[src/rds_defs.svh]
// constants for the ramp and direction select block
//
// Functional notes
// - terminal mode: fn64 set three, fn5 two
// - combined mode: switching frequencies plus fn5 pick set
// - direction limit: 0 both, 1 no reverse, 2 no forward
// - stop 0: ramp down, then dc brake if valid
// - stop 1: coast when commanded from keypad
// - stop 2 coast two-wire, 3 coast three-wire
// - never dc brake during coasting stop
// - non-coast stop ramps down then stops
// - priority 0: both commands run reverse; default 1
// - priority 1: both commands stop motor
// - priority 2: follow first asserted command
// - priority 3: follow later asserted command
// - regen: 0 off, 1 with protection, 2 without
// - reversal while running pauses for dead time
// - run removed before direction change: no pause
// - jog direction change never pauses
// - analog curve two zero start skips dead time
// - analog zero keeps direction, same-direction restart immediate
// - panel protocol 0 standard, 1 display variant
// - set three arcs 0 to 50, default 10
`ifndef RDS_DEFS_SVH
`define RDS_DEFS_SVH

// ----------------------------------------------------------------
// register offsets
// ----------------------------------------------------------------
`define RDS_A_CTRL   12'h000
`define RDS_A_FREQ   12'h004
`define RDS_A_DEAD   12'h008
`define RDS_A_SCRV   12'h00c
`define RDS_A_STAT   12'h010

// ----------------------------------------------------------------
// field positions
// ----------------------------------------------------------------
`define RDS_F_LIM    0
`define RDS_F_STOP   2
`define RDS_F_PRIO   4
`define RDS_F_REGEN  8
`define RDS_F_PROTO  12
`define RDS_F_RMODE  16
`define RDS_F_RFIX   20
`define RDS_F_FSW2   16
`define RDS_F_SCHI   8

// ----------------------------------------------------------------
// reset values and limits
// ----------------------------------------------------------------
`define RDS_R_LIM    2'h0
`define RDS_R_STOP   2'h2
`define RDS_R_PRIO   3'h1
`define RDS_R_REGEN  2'h2
`define RDS_R_PROTO  1'h0
`define RDS_R_RMODE  2'h1
`define RDS_R_RFIX   2'h1
`define RDS_R_DEAD   8'h00
`define RDS_R_SC     6'h0a
`define RDS_MAX_SC   6'h32
`define RDS_MAX_DEAD 8'hfa

// ----------------------------------------------------------------
// ramp sets, modes and timing
// ----------------------------------------------------------------
`define RDS_SET1     2'h1
`define RDS_SET2     2'h2
`define RDS_SET3     2'h3
`define RDS_RM_FIXED 2'h0
`define RDS_RM_TERM  2'h1
`define RDS_RM_COMB  2'h2
`define RDS_TENTH_NS 100000000
`define RDS_CLK_NS   40

`endif

[src/rds_pkg.sv]
// types for the ramp and direction select block
package rds_pkg;

    typedef enum logic [4:0] {
        ST_IDLE   = 5'h01,
        ST_RUN    = 5'h02,
        ST_REVDEC = 5'h04,
        ST_DWELL  = 5'h08,
        ST_STOP   = 5'h10
    } rds_state_type;

    typedef enum logic [1:0] {
        SRC_KEYPAD     = 2'h0,
        SRC_TWO_WIRE   = 2'h1,
        SRC_THREE_WIRE = 2'h2,
        SRC_OTHER      = 2'h3
    } rds_src_type;

    typedef struct packed {
        rds_state_type st;
        logic          dir;
        logic          run;
        logic          coast;
        logic          dc;
        logic          dwell;
        logic [1:0]    ramp_set;
        logic          f_d;
        logic          r_d;
        logic          first_rev;
        logic          last_rev;
        logic [7:0]    cnt;
        logic [31:0]   tick;
        logic [1:0]    lim;
        logic [1:0]    stop;
        logic [2:0]    prio;
        logic [1:0]    regen;
        logic          proto;
        logic [1:0]    rmode;
        logic [1:0]    rfix;
        logic [15:0]   fsw1;
        logic [15:0]   fsw2;
        logic [7:0]    dead;
        logic [5:0]    sc_lo;
        logic [5:0]    sc_hi;
        logic          regen_en;
        logic          ovl_prot;
        logic          pready;
        logic          pslverr;
        logic [31:0]   prdata;
    } rds_main_type;

endpackage

[src/rds_sync.sv]
// two-stage synchroniser for pin inputs
`timescale 1ns/100ps
`default_nettype none
module rds_sync #(
    parameter int WIDTH = 1
) (
    input  wire logic             pclk,
    input  wire logic             presetn,
    input  wire logic [WIDTH-1:0] din,
    output logic      [WIDTH-1:0] dout
);
    // ----------------------------------------------------------------
    // state
    // ----------------------------------------------------------------
    typedef struct packed {
        logic [WIDTH-1:0] meta;
        logic [WIDTH-1:0] sync;
    } rds_sync_type;

    rds_sync_type s_q;
    rds_sync_type s_d;

    // first stage feeds only the second stage
    always_comb
    begin
        s_d.meta = din;
        s_d.sync = s_q.meta;
    end

    always_ff @(posedge pclk or negedge presetn)
    begin
        if (!presetn)
            s_q <= '0;
        else
            s_q <= s_d;
    end

    assign dout = s_q.sync;
endmodule // rds_sync
`default_nettype wire

[src/rds_top.sv]
// ramp set, direction arbitration and stop method control
//
// Decided for this implementation: the register addresses and register access over APB.
`timescale 1ns/100ps
`default_nettype none
`include "rds_defs.svh"
module rds_top #(
    parameter int unsigned TENTH_CYCLES = `RDS_TENTH_NS / `RDS_CLK_NS
) (
    input  wire logic        pclk,
    input  wire logic        presetn,
    input  wire logic        psel,
    input  wire logic        penable,
    input  wire logic        pwrite,
    input  wire logic [11:0] paddr,
    input  wire logic [31:0] pwdata,
    output logic      [31:0] prdata,
    output logic             pready,
    output logic             pslverr,
    input  wire logic        fwd_cmd_in,
    input  wire logic        rev_cmd_in,
    input  wire logic        jog_in,
    input  wire logic        acc_sel_fn5_in,
    input  wire logic        acc_sel_fn64_in,
    input  wire logic [1:0]  cmd_source,
    input  wire logic [15:0] commanded_freq,
    input  wire logic        output_at_zero,
    input  wire logic        analog_curve2,
    input  wire logic        dc_brake_valid,
    output logic [1:0]       ramp_set,
    output logic             run_enable,
    output logic             run_reverse,
    output logic             coast_stop,
    output logic             dc_brake_req,
    output logic             dead_time_active,
    output logic             regen_brake_en,
    output logic             brake_ovl_prot_en,
    output logic             panel_port_protocol,
    output logic [5:0]       scurve_low_arc_set3,
    output logic [5:0]       scurve_high_arc_set3
);
    // ----------------------------------------------------------------
    // elaboration check
    // ----------------------------------------------------------------
    if (TENTH_CYCLES < 2)
    begin : g_bad_tenth
        $error("TENTH_CYCLES must be at least 2");
    end

    localparam logic [31:0] TENTH_LAST = 32'(TENTH_CYCLES - 1);

    // ----------------------------------------------------------------
    // pin synchronisers
    // ----------------------------------------------------------------
    logic [4:0] pins_s;

    rds_sync #(
        .WIDTH (5)
    ) u_sync (
        .pclk    (pclk),
        .presetn (presetn),
        .din     ({jog_in, acc_sel_fn64_in, acc_sel_fn5_in, rev_cmd_in, fwd_cmd_in}),
        .dout    (pins_s)
    );

    logic sf;
    logic sr;
    logic fn5;
    logic fn64;
    logic jog;
    assign sf   = pins_s[0];
    assign sr   = pins_s[1];
    assign fn5  = pins_s[2];
    assign fn64 = pins_s[3];
    assign jog  = pins_s[4];

    rds_pkg::rds_main_type s_q;
    rds_pkg::rds_main_type s_d;

    // ----------------------------------------------------------------
    // command decode
    // ----------------------------------------------------------------
    logic wv;
    logic wd;
    logic coast_sel;
    logic zero_f;
    logic acc;
    logic [11:0] woff;

    always_comb
    begin
        if (sf && sr)
        begin
            unique case (s_q.prio)
                3'h0:    begin wv = 1'b1; wd = 1'b1; end
                3'h2:    begin wv = 1'b1; wd = s_q.first_rev; end
                3'h3:    begin wv = 1'b1; wd = s_q.last_rev; end
                default: begin wv = 1'b0; wd = 1'b0; end
            endcase
        end
        else
        begin
            wv = sf || sr;
            wd = sr;
        end
        if (wv && ((s_q.lim == 2'h1 && wd) || (s_q.lim == 2'h2 && !wd)))
            wv = 1'b0;
        coast_sel = (s_q.stop == 2'h1 && cmd_source == rds_pkg::SRC_KEYPAD)
                 || (s_q.stop == 2'h2 && cmd_source == rds_pkg::SRC_TWO_WIRE)
                 || (s_q.stop == 2'h3 && cmd_source == rds_pkg::SRC_THREE_WIRE);
        zero_f = (commanded_freq == 16'h0000);
    end

    // ----------------------------------------------------------------
    // next state
    // ----------------------------------------------------------------
    always_comb
    begin
        s_d = s_q;
        s_d.f_d = sf;
        s_d.r_d = sr;
        // arrival order of the two run commands
        if (sf && !s_q.f_d && !sr)
            s_d.first_rev = 1'b0;
        if (sr && !s_q.r_d && !sf)
            s_d.first_rev = 1'b1;
        if (sr && !s_q.r_d)
            s_d.last_rev = 1'b1;
        else if (sf && !s_q.f_d)
            s_d.last_rev = 1'b0;

        // ramp set choice
        unique case (s_q.rmode)
            `RDS_RM_TERM:
                s_d.ramp_set = fn64 ? `RDS_SET3 : (fn5 ? `RDS_SET2 : `RDS_SET1);
            `RDS_RM_COMB:
            begin
                if (commanded_freq <= s_q.fsw1)
                    s_d.ramp_set = fn5 ? `RDS_SET2 : `RDS_SET1;
                else if (commanded_freq <= s_q.fsw2)
                    s_d.ramp_set = fn5 ? `RDS_SET1 : `RDS_SET2;
                else
                    s_d.ramp_set = `RDS_SET3;
            end
            default:
                s_d.ramp_set = (s_q.rfix == 2'h0) ? `RDS_SET1 : s_q.rfix;
        endcase

        s_d.regen_en = (s_q.regen != 2'h0);
        s_d.ovl_prot = (s_q.regen == 2'h1);

        unique case (s_q.st)
            rds_pkg::ST_IDLE:
            begin
                // a fresh start never waits: run was removed first
                if (wv)
                begin
                    s_d.st = rds_pkg::ST_RUN;
                    s_d.run = 1'b1;
                    s_d.dir = wd;
                    s_d.coast = 1'b0;
                    s_d.dc = 1'b0;
                end
            end
            rds_pkg::ST_RUN:
            begin
                if (!wv)
                begin
                    s_d.st = rds_pkg::ST_STOP;
                    s_d.run = 1'b0;
                    s_d.coast = coast_sel;
                end
                else if (wd != s_q.dir)
                begin
                    if (jog || (analog_curve2 && zero_f))
                        s_d.dir = wd;
                    else
                    begin
                        s_d.st = rds_pkg::ST_REVDEC;
                        s_d.run = 1'b0;
                    end
                end
            end
            rds_pkg::ST_REVDEC:
            begin
                if (!wv)
                begin
                    s_d.st = rds_pkg::ST_STOP;
                    s_d.coast = coast_sel;
                end
                else if (wd == s_q.dir)
                begin
                    s_d.st = rds_pkg::ST_RUN;
                    s_d.run = 1'b1;
                end
                else if (output_at_zero)
                begin
                    if (s_q.dead == 8'h00)
                    begin
                        s_d.st = rds_pkg::ST_RUN;
                        s_d.run = 1'b1;
                        s_d.dir = wd;
                    end
                    else
                    begin
                        s_d.st = rds_pkg::ST_DWELL;
                        s_d.cnt = s_q.dead;
                        s_d.tick = 32'h0;
                    end
                end
            end
            rds_pkg::ST_DWELL:
            begin
                if (!wv)
                begin
                    s_d.st = rds_pkg::ST_STOP;
                    s_d.coast = coast_sel;
                end
                else if (wd == s_q.dir)
                begin
                    s_d.st = rds_pkg::ST_RUN;
                    s_d.run = 1'b1;
                end
                else if (s_q.tick == TENTH_LAST)
                begin
                    s_d.tick = 32'h0;
                    s_d.cnt = s_q.cnt - 8'h01;
                    if (s_q.cnt == 8'h01)
                    begin
                        s_d.st = rds_pkg::ST_RUN;
                        s_d.run = 1'b1;
                        s_d.dir = wd;
                    end
                end
                else
                    s_d.tick = s_q.tick + 32'h1;
            end
            rds_pkg::ST_STOP:
            begin
                // coasting drops output at once, dc braking stays off
                if (s_q.coast)
                begin
                    s_d.st = rds_pkg::ST_IDLE;
                    s_d.dc = 1'b0;
                end
                else if (wv)
                begin
                    s_d.st = rds_pkg::ST_RUN;
                    s_d.run = 1'b1;
                    s_d.dir = wd;
                end
                else if (output_at_zero)
                begin
                    s_d.st = rds_pkg::ST_IDLE;
                    s_d.dc = (s_q.stop == 2'h0) && dc_brake_valid;
                end
            end
        endcase
        s_d.dwell = (s_d.st == rds_pkg::ST_DWELL);

        // ------------------------------------------------------------
        // apb slave: one wait-free access, answer prepared in setup
        // ------------------------------------------------------------
        acc = psel && penable && s_q.pready;
        woff = paddr;
        s_d.pready = psel && !penable;
        if (psel && !penable)
        begin
            s_d.pslverr = 1'b0;
            s_d.prdata = 32'h0;
            unique case (paddr)
                `RDS_A_CTRL:
                begin
                    s_d.prdata[`RDS_F_LIM +: 2] = s_q.lim;
                    s_d.prdata[`RDS_F_STOP +: 2] = s_q.stop;
                    s_d.prdata[`RDS_F_PRIO +: 3] = s_q.prio;
                    s_d.prdata[`RDS_F_REGEN +: 2] = s_q.regen;
                    s_d.prdata[`RDS_F_PROTO] = s_q.proto;
                    s_d.prdata[`RDS_F_RMODE +: 2] = s_q.rmode;
                    s_d.prdata[`RDS_F_RFIX +: 2] = s_q.rfix;
                end
                `RDS_A_FREQ: s_d.prdata = {s_q.fsw2, s_q.fsw1};
                `RDS_A_DEAD: s_d.prdata[7:0] = s_q.dead;
                `RDS_A_SCRV:
                begin
                    s_d.prdata[5:0] = s_q.sc_lo;
                    s_d.prdata[`RDS_F_SCHI +: 6] = s_q.sc_hi;
                end
                `RDS_A_STAT:
                    s_d.prdata[15:0] = {s_q.cnt, s_q.st, s_q.dir, s_q.ramp_set};
                default: s_d.pslverr = 1'b1;
            endcase
        end
        if (acc && pwrite && !s_q.pslverr)
        begin
            unique case (woff)
                `RDS_A_CTRL:
                begin
                    s_d.lim = pwdata[`RDS_F_LIM +: 2];
                    s_d.stop = pwdata[`RDS_F_STOP +: 2];
                    s_d.prio = pwdata[`RDS_F_PRIO +: 3];
                    s_d.regen = pwdata[`RDS_F_REGEN +: 2];
                    s_d.proto = pwdata[`RDS_F_PROTO];
                    s_d.rmode = pwdata[`RDS_F_RMODE +: 2];
                    s_d.rfix = pwdata[`RDS_F_RFIX +: 2];
                end
                `RDS_A_FREQ:
                begin
                    s_d.fsw1 = pwdata[15:0];
                    s_d.fsw2 = pwdata[`RDS_F_FSW2 +: 16];
                end
                `RDS_A_DEAD:
                    s_d.dead = (pwdata[7:0] > `RDS_MAX_DEAD) ? `RDS_MAX_DEAD : pwdata[7:0];
                `RDS_A_SCRV:
                begin
                    // out-of-range arcs saturate rather than wrap
                    s_d.sc_lo = (pwdata[5:0] > `RDS_MAX_SC) ? `RDS_MAX_SC : pwdata[5:0];
                    s_d.sc_hi = (pwdata[`RDS_F_SCHI +: 6] > `RDS_MAX_SC)
                              ? `RDS_MAX_SC : pwdata[`RDS_F_SCHI +: 6];
                end
                default: s_d.stop = s_q.stop;
            endcase
        end
    end

    always_ff @(posedge pclk or negedge presetn)
    begin
        if (!presetn)
        begin
            s_q <= '0;
            s_q.st <= rds_pkg::ST_IDLE;
            s_q.ramp_set <= `RDS_SET1;
            s_q.lim <= `RDS_R_LIM;
            s_q.stop <= `RDS_R_STOP;
            s_q.prio <= `RDS_R_PRIO;
            s_q.regen <= `RDS_R_REGEN;
            s_q.proto <= `RDS_R_PROTO;
            s_q.rmode <= `RDS_R_RMODE;
            s_q.rfix <= `RDS_R_RFIX;
            s_q.dead <= `RDS_R_DEAD;
            s_q.sc_lo <= `RDS_R_SC;
            s_q.sc_hi <= `RDS_R_SC;
        end
        else
            s_q <= s_d;
    end

    // ----------------------------------------------------------------
    // outputs
    // ----------------------------------------------------------------
    assign prdata = s_q.prdata;
    assign pready = s_q.pready;
    assign pslverr = s_q.pslverr;
    assign ramp_set = s_q.ramp_set;
    assign run_enable = s_q.run;
    assign run_reverse = s_q.dir;
    assign coast_stop = s_q.coast;
    assign dc_brake_req = s_q.dc;
    assign dead_time_active = s_q.dwell;
    assign regen_brake_en = s_q.regen_en;
    assign brake_ovl_prot_en = s_q.ovl_prot;
    assign panel_port_protocol = s_q.proto;
    assign scurve_low_arc_set3 = s_q.sc_lo;
    assign scurve_high_arc_set3 = s_q.sc_hi;
endmodule // rds_top
`default_nettype wire

[config.mk]
export PLATFORM = sky130hd
export DESIGN_NAME = rds_top
export DESIGN_NICKNAME = d
export VERILOG_FILES = /design/src/rds_pkg.sv /design/src/rds_sync.sv /design/src/rds_top.sv
export VERILOG_INCLUDE_DIRS = /design/src
export SDC_FILE = /design/constraint.sdc
export NUM_CORES = 1
export LEC_CHECK = 0
export ABC_AREA = 0
export BUFFER_PORTS_ARGS = -buffer_cell sky130_fd_sc_hd__buf_4
export CORE_UTILIZATION = 40
export CTS_CLUSTER_DIAMETER = 60
export DETAILED_ROUTE_END_ITERATION = 8
export PLACE_DENSITY_LB_ADDON = 0.05
export SYNTH_ARGS = -nofsm -noshare
export SYNTH_HDL_FRONTEND = slang
export SYNTH_SLANG_ARGS = --single-unit
export TNS_END_PERCENT = 100
[constraint.sdc]
create_clock -name pclk -period 2.9 [get_ports pclk]
set_input_delay 0.145 -clock pclk [delete_from_list [all_inputs] [get_ports pclk]]
set_output_delay 0.145 -clock pclk [all_outputs]
set_load 0.005 [all_outputs]
==> impl_results.md <==
* Status: complete, no violations
* Minimum clock period at 2.73 ns
* DRC at 0
* Final #Nets at 1203
* Largest delay share family, worst path: compound AO/OA/AOI/OAI gates
* I/O Buffers at 130
* Synth Net Count at 1075
* Period utilization at 94.0%
* Share of cells above drive strength 1 at 26.0%
* Initial Utilization at 41.4%
* Worst setup EP type: flop
* Switching power at 1.57 mW
* Worst slew pin tran at 0.837 ns
* Max Fclk at 0.367 GHz
* Combinational power share at 14.8%
* Sw frac at 27.3%
* P per Cell Area at 499 mW/mm²
* Met3 Wirelength at 1260 µm
* Clock Path Buffers at 2
* Synthesized area per cell at 9.85 µm²
* Largest net degree at the start of global routing at 77
* Max IR drop VDD at 329 µV
* WP data arrival at 3.04 ns
* Met1 WL at 13500 µm
* Clock network power share at 42.1%
* Clk_lat worst skew at 0.43 ns
* Max incr delay on CP at 0.42 ns
* First-pass GRT wire length at 41000 µm
* Crit-path max FO at 5
* Final count of hold timing violations at 0
* Vias in the first global route at 7275
* Detail Route Antenna Nets at 0
* DR pass1 iterations at 7
* Post-synth EDFFs at 0
* I/O pins at 131
* Row cnt at 55
* ANT cells at 0
* Cell leakage power at 5.29 nW
* Yosys warning count at 0
* Routed vias at 7416
* Setup Skew at 0.0120 ns
* Slew Viols, Final at 0
* Die area at 0.0243 mm²
* Critical path class: reg -> reg
* Post-layout util at 50.4%
* Initial antenna violation count at 0
* Yosys reg bits at 168
* Max-cap violations at 0
* Num CTS Buffers at 17
* Top_reg_cell synth: dfrtp_1
* Highest metal used: met4
* Gr ovfl total at 0
* Die Y at 156 µm
* Slowest cell on crit path: dfrtp_1
* HP Class: in -> reg
* Count of cell types in the netlist at 76
* WP buf/inv at 1
* CTS root buffer: clkbuf_16
* Fraction of the yosys area taken by sequential cells at 44.5%
* Clk slew on worst S/H paths at 0.07 ns
* Type of origin of the critical path: flop
* Worst EP required at 3.21 ns
* Initial DRC count at 418
* Hold WS at 0.0312 ns
* Area grow syn2layout at 21.9%
* Clock sink total at 168
* Chip width at 156 µm
* TNS Setup at 0 ns
* TritonCTS clock tree: yes
* Max_slew headroom at 44.2%
* P_int at 4.19 mW
* Post-route setup slack at 0.173 ns
* Core Area at 0.0229 mm²
* Vias per cell at 5.24
* Mapped Area at 0.00948 mm²
* CTS H-tree lvls at 4
* Unrepaired setup endpoints after global routing: no
* Wirelength per Cell at 17.9 µm
* Hpwl dp at 19100 µm
* Synthesized instance count at 962
* Setup violators final at 0
* GP Congestion at 0.848
* Asr flop ratio synth at 100%
* Sequential share of power at 43.1%
* Dpl ws at 0.0383 ns
* Gr usage total at 22.1%
* Worst-path cell chain: nor2b_1 > o31a_1 > a21oi_2 > ha_1 > a211oi_4 > o2111ai_2 > buf_4 > nor4_4 > xnor2_1 > nor2_1
* Total Wirelength at 25400 µm
* Met2 WL at 10400 µm
path summary, 6_finish.rpt:
check | slack (ns) | depth (start not counted) | start | endpoint
worst max-delay path | 0.17 | 10 | s_q[96] | s_q[128]
worst min register to register | 0.35 | 0 | u_sync.s_d[3] | u_sync.dout[3]
worst max register to register | 0.17 | 10 | s_q[96] | s_q[128]
min in group asynchronous | 0.32 | 2 | presetn | s_q[64]
worst min-delay path | 0.03 | 3 | pwdata[2] | scurve_low_arc_set3[2]
max in group asynchronous | 1.81 | 3 | presetn | s_q[95]
state kept, by name (all words and copies together), names as in the netlist:
name and count:
run_enable 1, pslverr 1, pready 1, regen_brake_en 1, u_sync.s_d 5, brake_ovl_prot_en 1
s_q 102, scurve_low_arc_set3 6, ramp_set 2, u_sync.dout 5, scurve_high_arc_set3 6, prdata 32
dc_brake_req 1, panel_port_protocol 1, dead_time_active 1, run_reverse 1, coast_stop 1
power by group through the flow:
stage	sequential (mW)	combinational, mW	clock [mW]
6_report	2.49	0.851	2.43
2_1_floorplan	2.49	0.492	0
3_5_place_dp	2.53	0.811	0
4_1_cts	2.49	0.853	2.50
5_1_grt	2.50	0.961	2.61
3_3_place_gp	2.53	0.811	0
through the flow:
stage	cell area (µm²)	cells	power [mW]
2_1_floorplan	9480	962	2.98
3_3_place_gp	10500	1346	3.34
3_5_place_dp	10500	1346	3.34
4_1_cts	11500	1415	5.84
5_1_grt	11600	1416	6.06
6_report	11600	1416	5.77
cell type report:
cell class              count  area [µm²]
fillers                  2185       11400
multi-input cells         654        4520
flip-flops and latches    168        4220
repair buffers            197        1600
clock buffers              18         439
well taps                 313         392
inverters                  52         195
clock inverters            14         184
cell usage in the layout, fill, tap and decap left out, types with 16 or more instances in the layout:
cell / count
dlygate4sd3_1: 37
nand4_1: 16
inv_1: 52
buf_4: 156
o31ai_1: 19
nor2_1: 69
nor3_1: 19
nand3_1: 20
ha_1: 38
nand2_1: 113
o21ai_0: 63
mux2_2: 31
mux2_4: 24
a21oi_1: 47
clkbuf_16: 17
dfrtp_1: 157
worst min-delay path: cells and delay by family:
kind,cells,cell delay (ns)
simple gates,1,0.06
buf+inv,1,0.15
compound gates,1,0.06
per-layer routing:
metal,vias to the layer above,global-route usage (%)
met2,200,30.6
met4,0,6.16
met3,21,4.06
li1,3647,-
met1,3548,34.6
met5,-,0
cells in the mapped netlist (11+ instances only):
cell | number | area [µm²]
dfrtp_1 | 157 | 3930
nand2_1 | 113 | 424
nor2_1 | 69 | 259
o21ai_0 | 63 | 315
inv_1 | 52 | 195
buf_4 | 51 | 383
a21oi_1 | 48 | 240
ha_1 | 38 | 475
mux2_2 | 31 | 349
mux2_4 | 24 | 360
clkbuf_1 | 22 | 82.6
nand3_1 | 20 | 100
nor3_1 | 19 | 95.1
o31ai_1 | 19 | 143
nand4_1 | 16 | 100
xnor2_1 | 15 | 131
dfstp_2 | 11 | 289
nand2b_1 | 11 | 68.8
nor2b_1 | 11 | 68.8
kinds of logic after synthesis:
logic type               Yosys count  synth area share (%)
AND/OR/NAND/NOR                  330                  18.3
adder cells (fa/ha/maj)           38                  5.02
flip-flops                       168                  44.5
multiplexers                      63                  8.46
XOR/XNOR                          21                  1.94
AO/OA/AOI/OAI                    202                  13.8
buffers and inverters            140                  7.99
what timing repair did:
| item | in CTS | in global routing |
|---|---|---|
| hold buffers | 37 | 0 |
| setup buffers | 0 | 1 |
| resized for setup | 0 | 4 |
| hold endpoints to repair | 125 | 0 |
| endpoints found under the setup margin | 0 | 28 |
(Power assumes the default switching activity.)
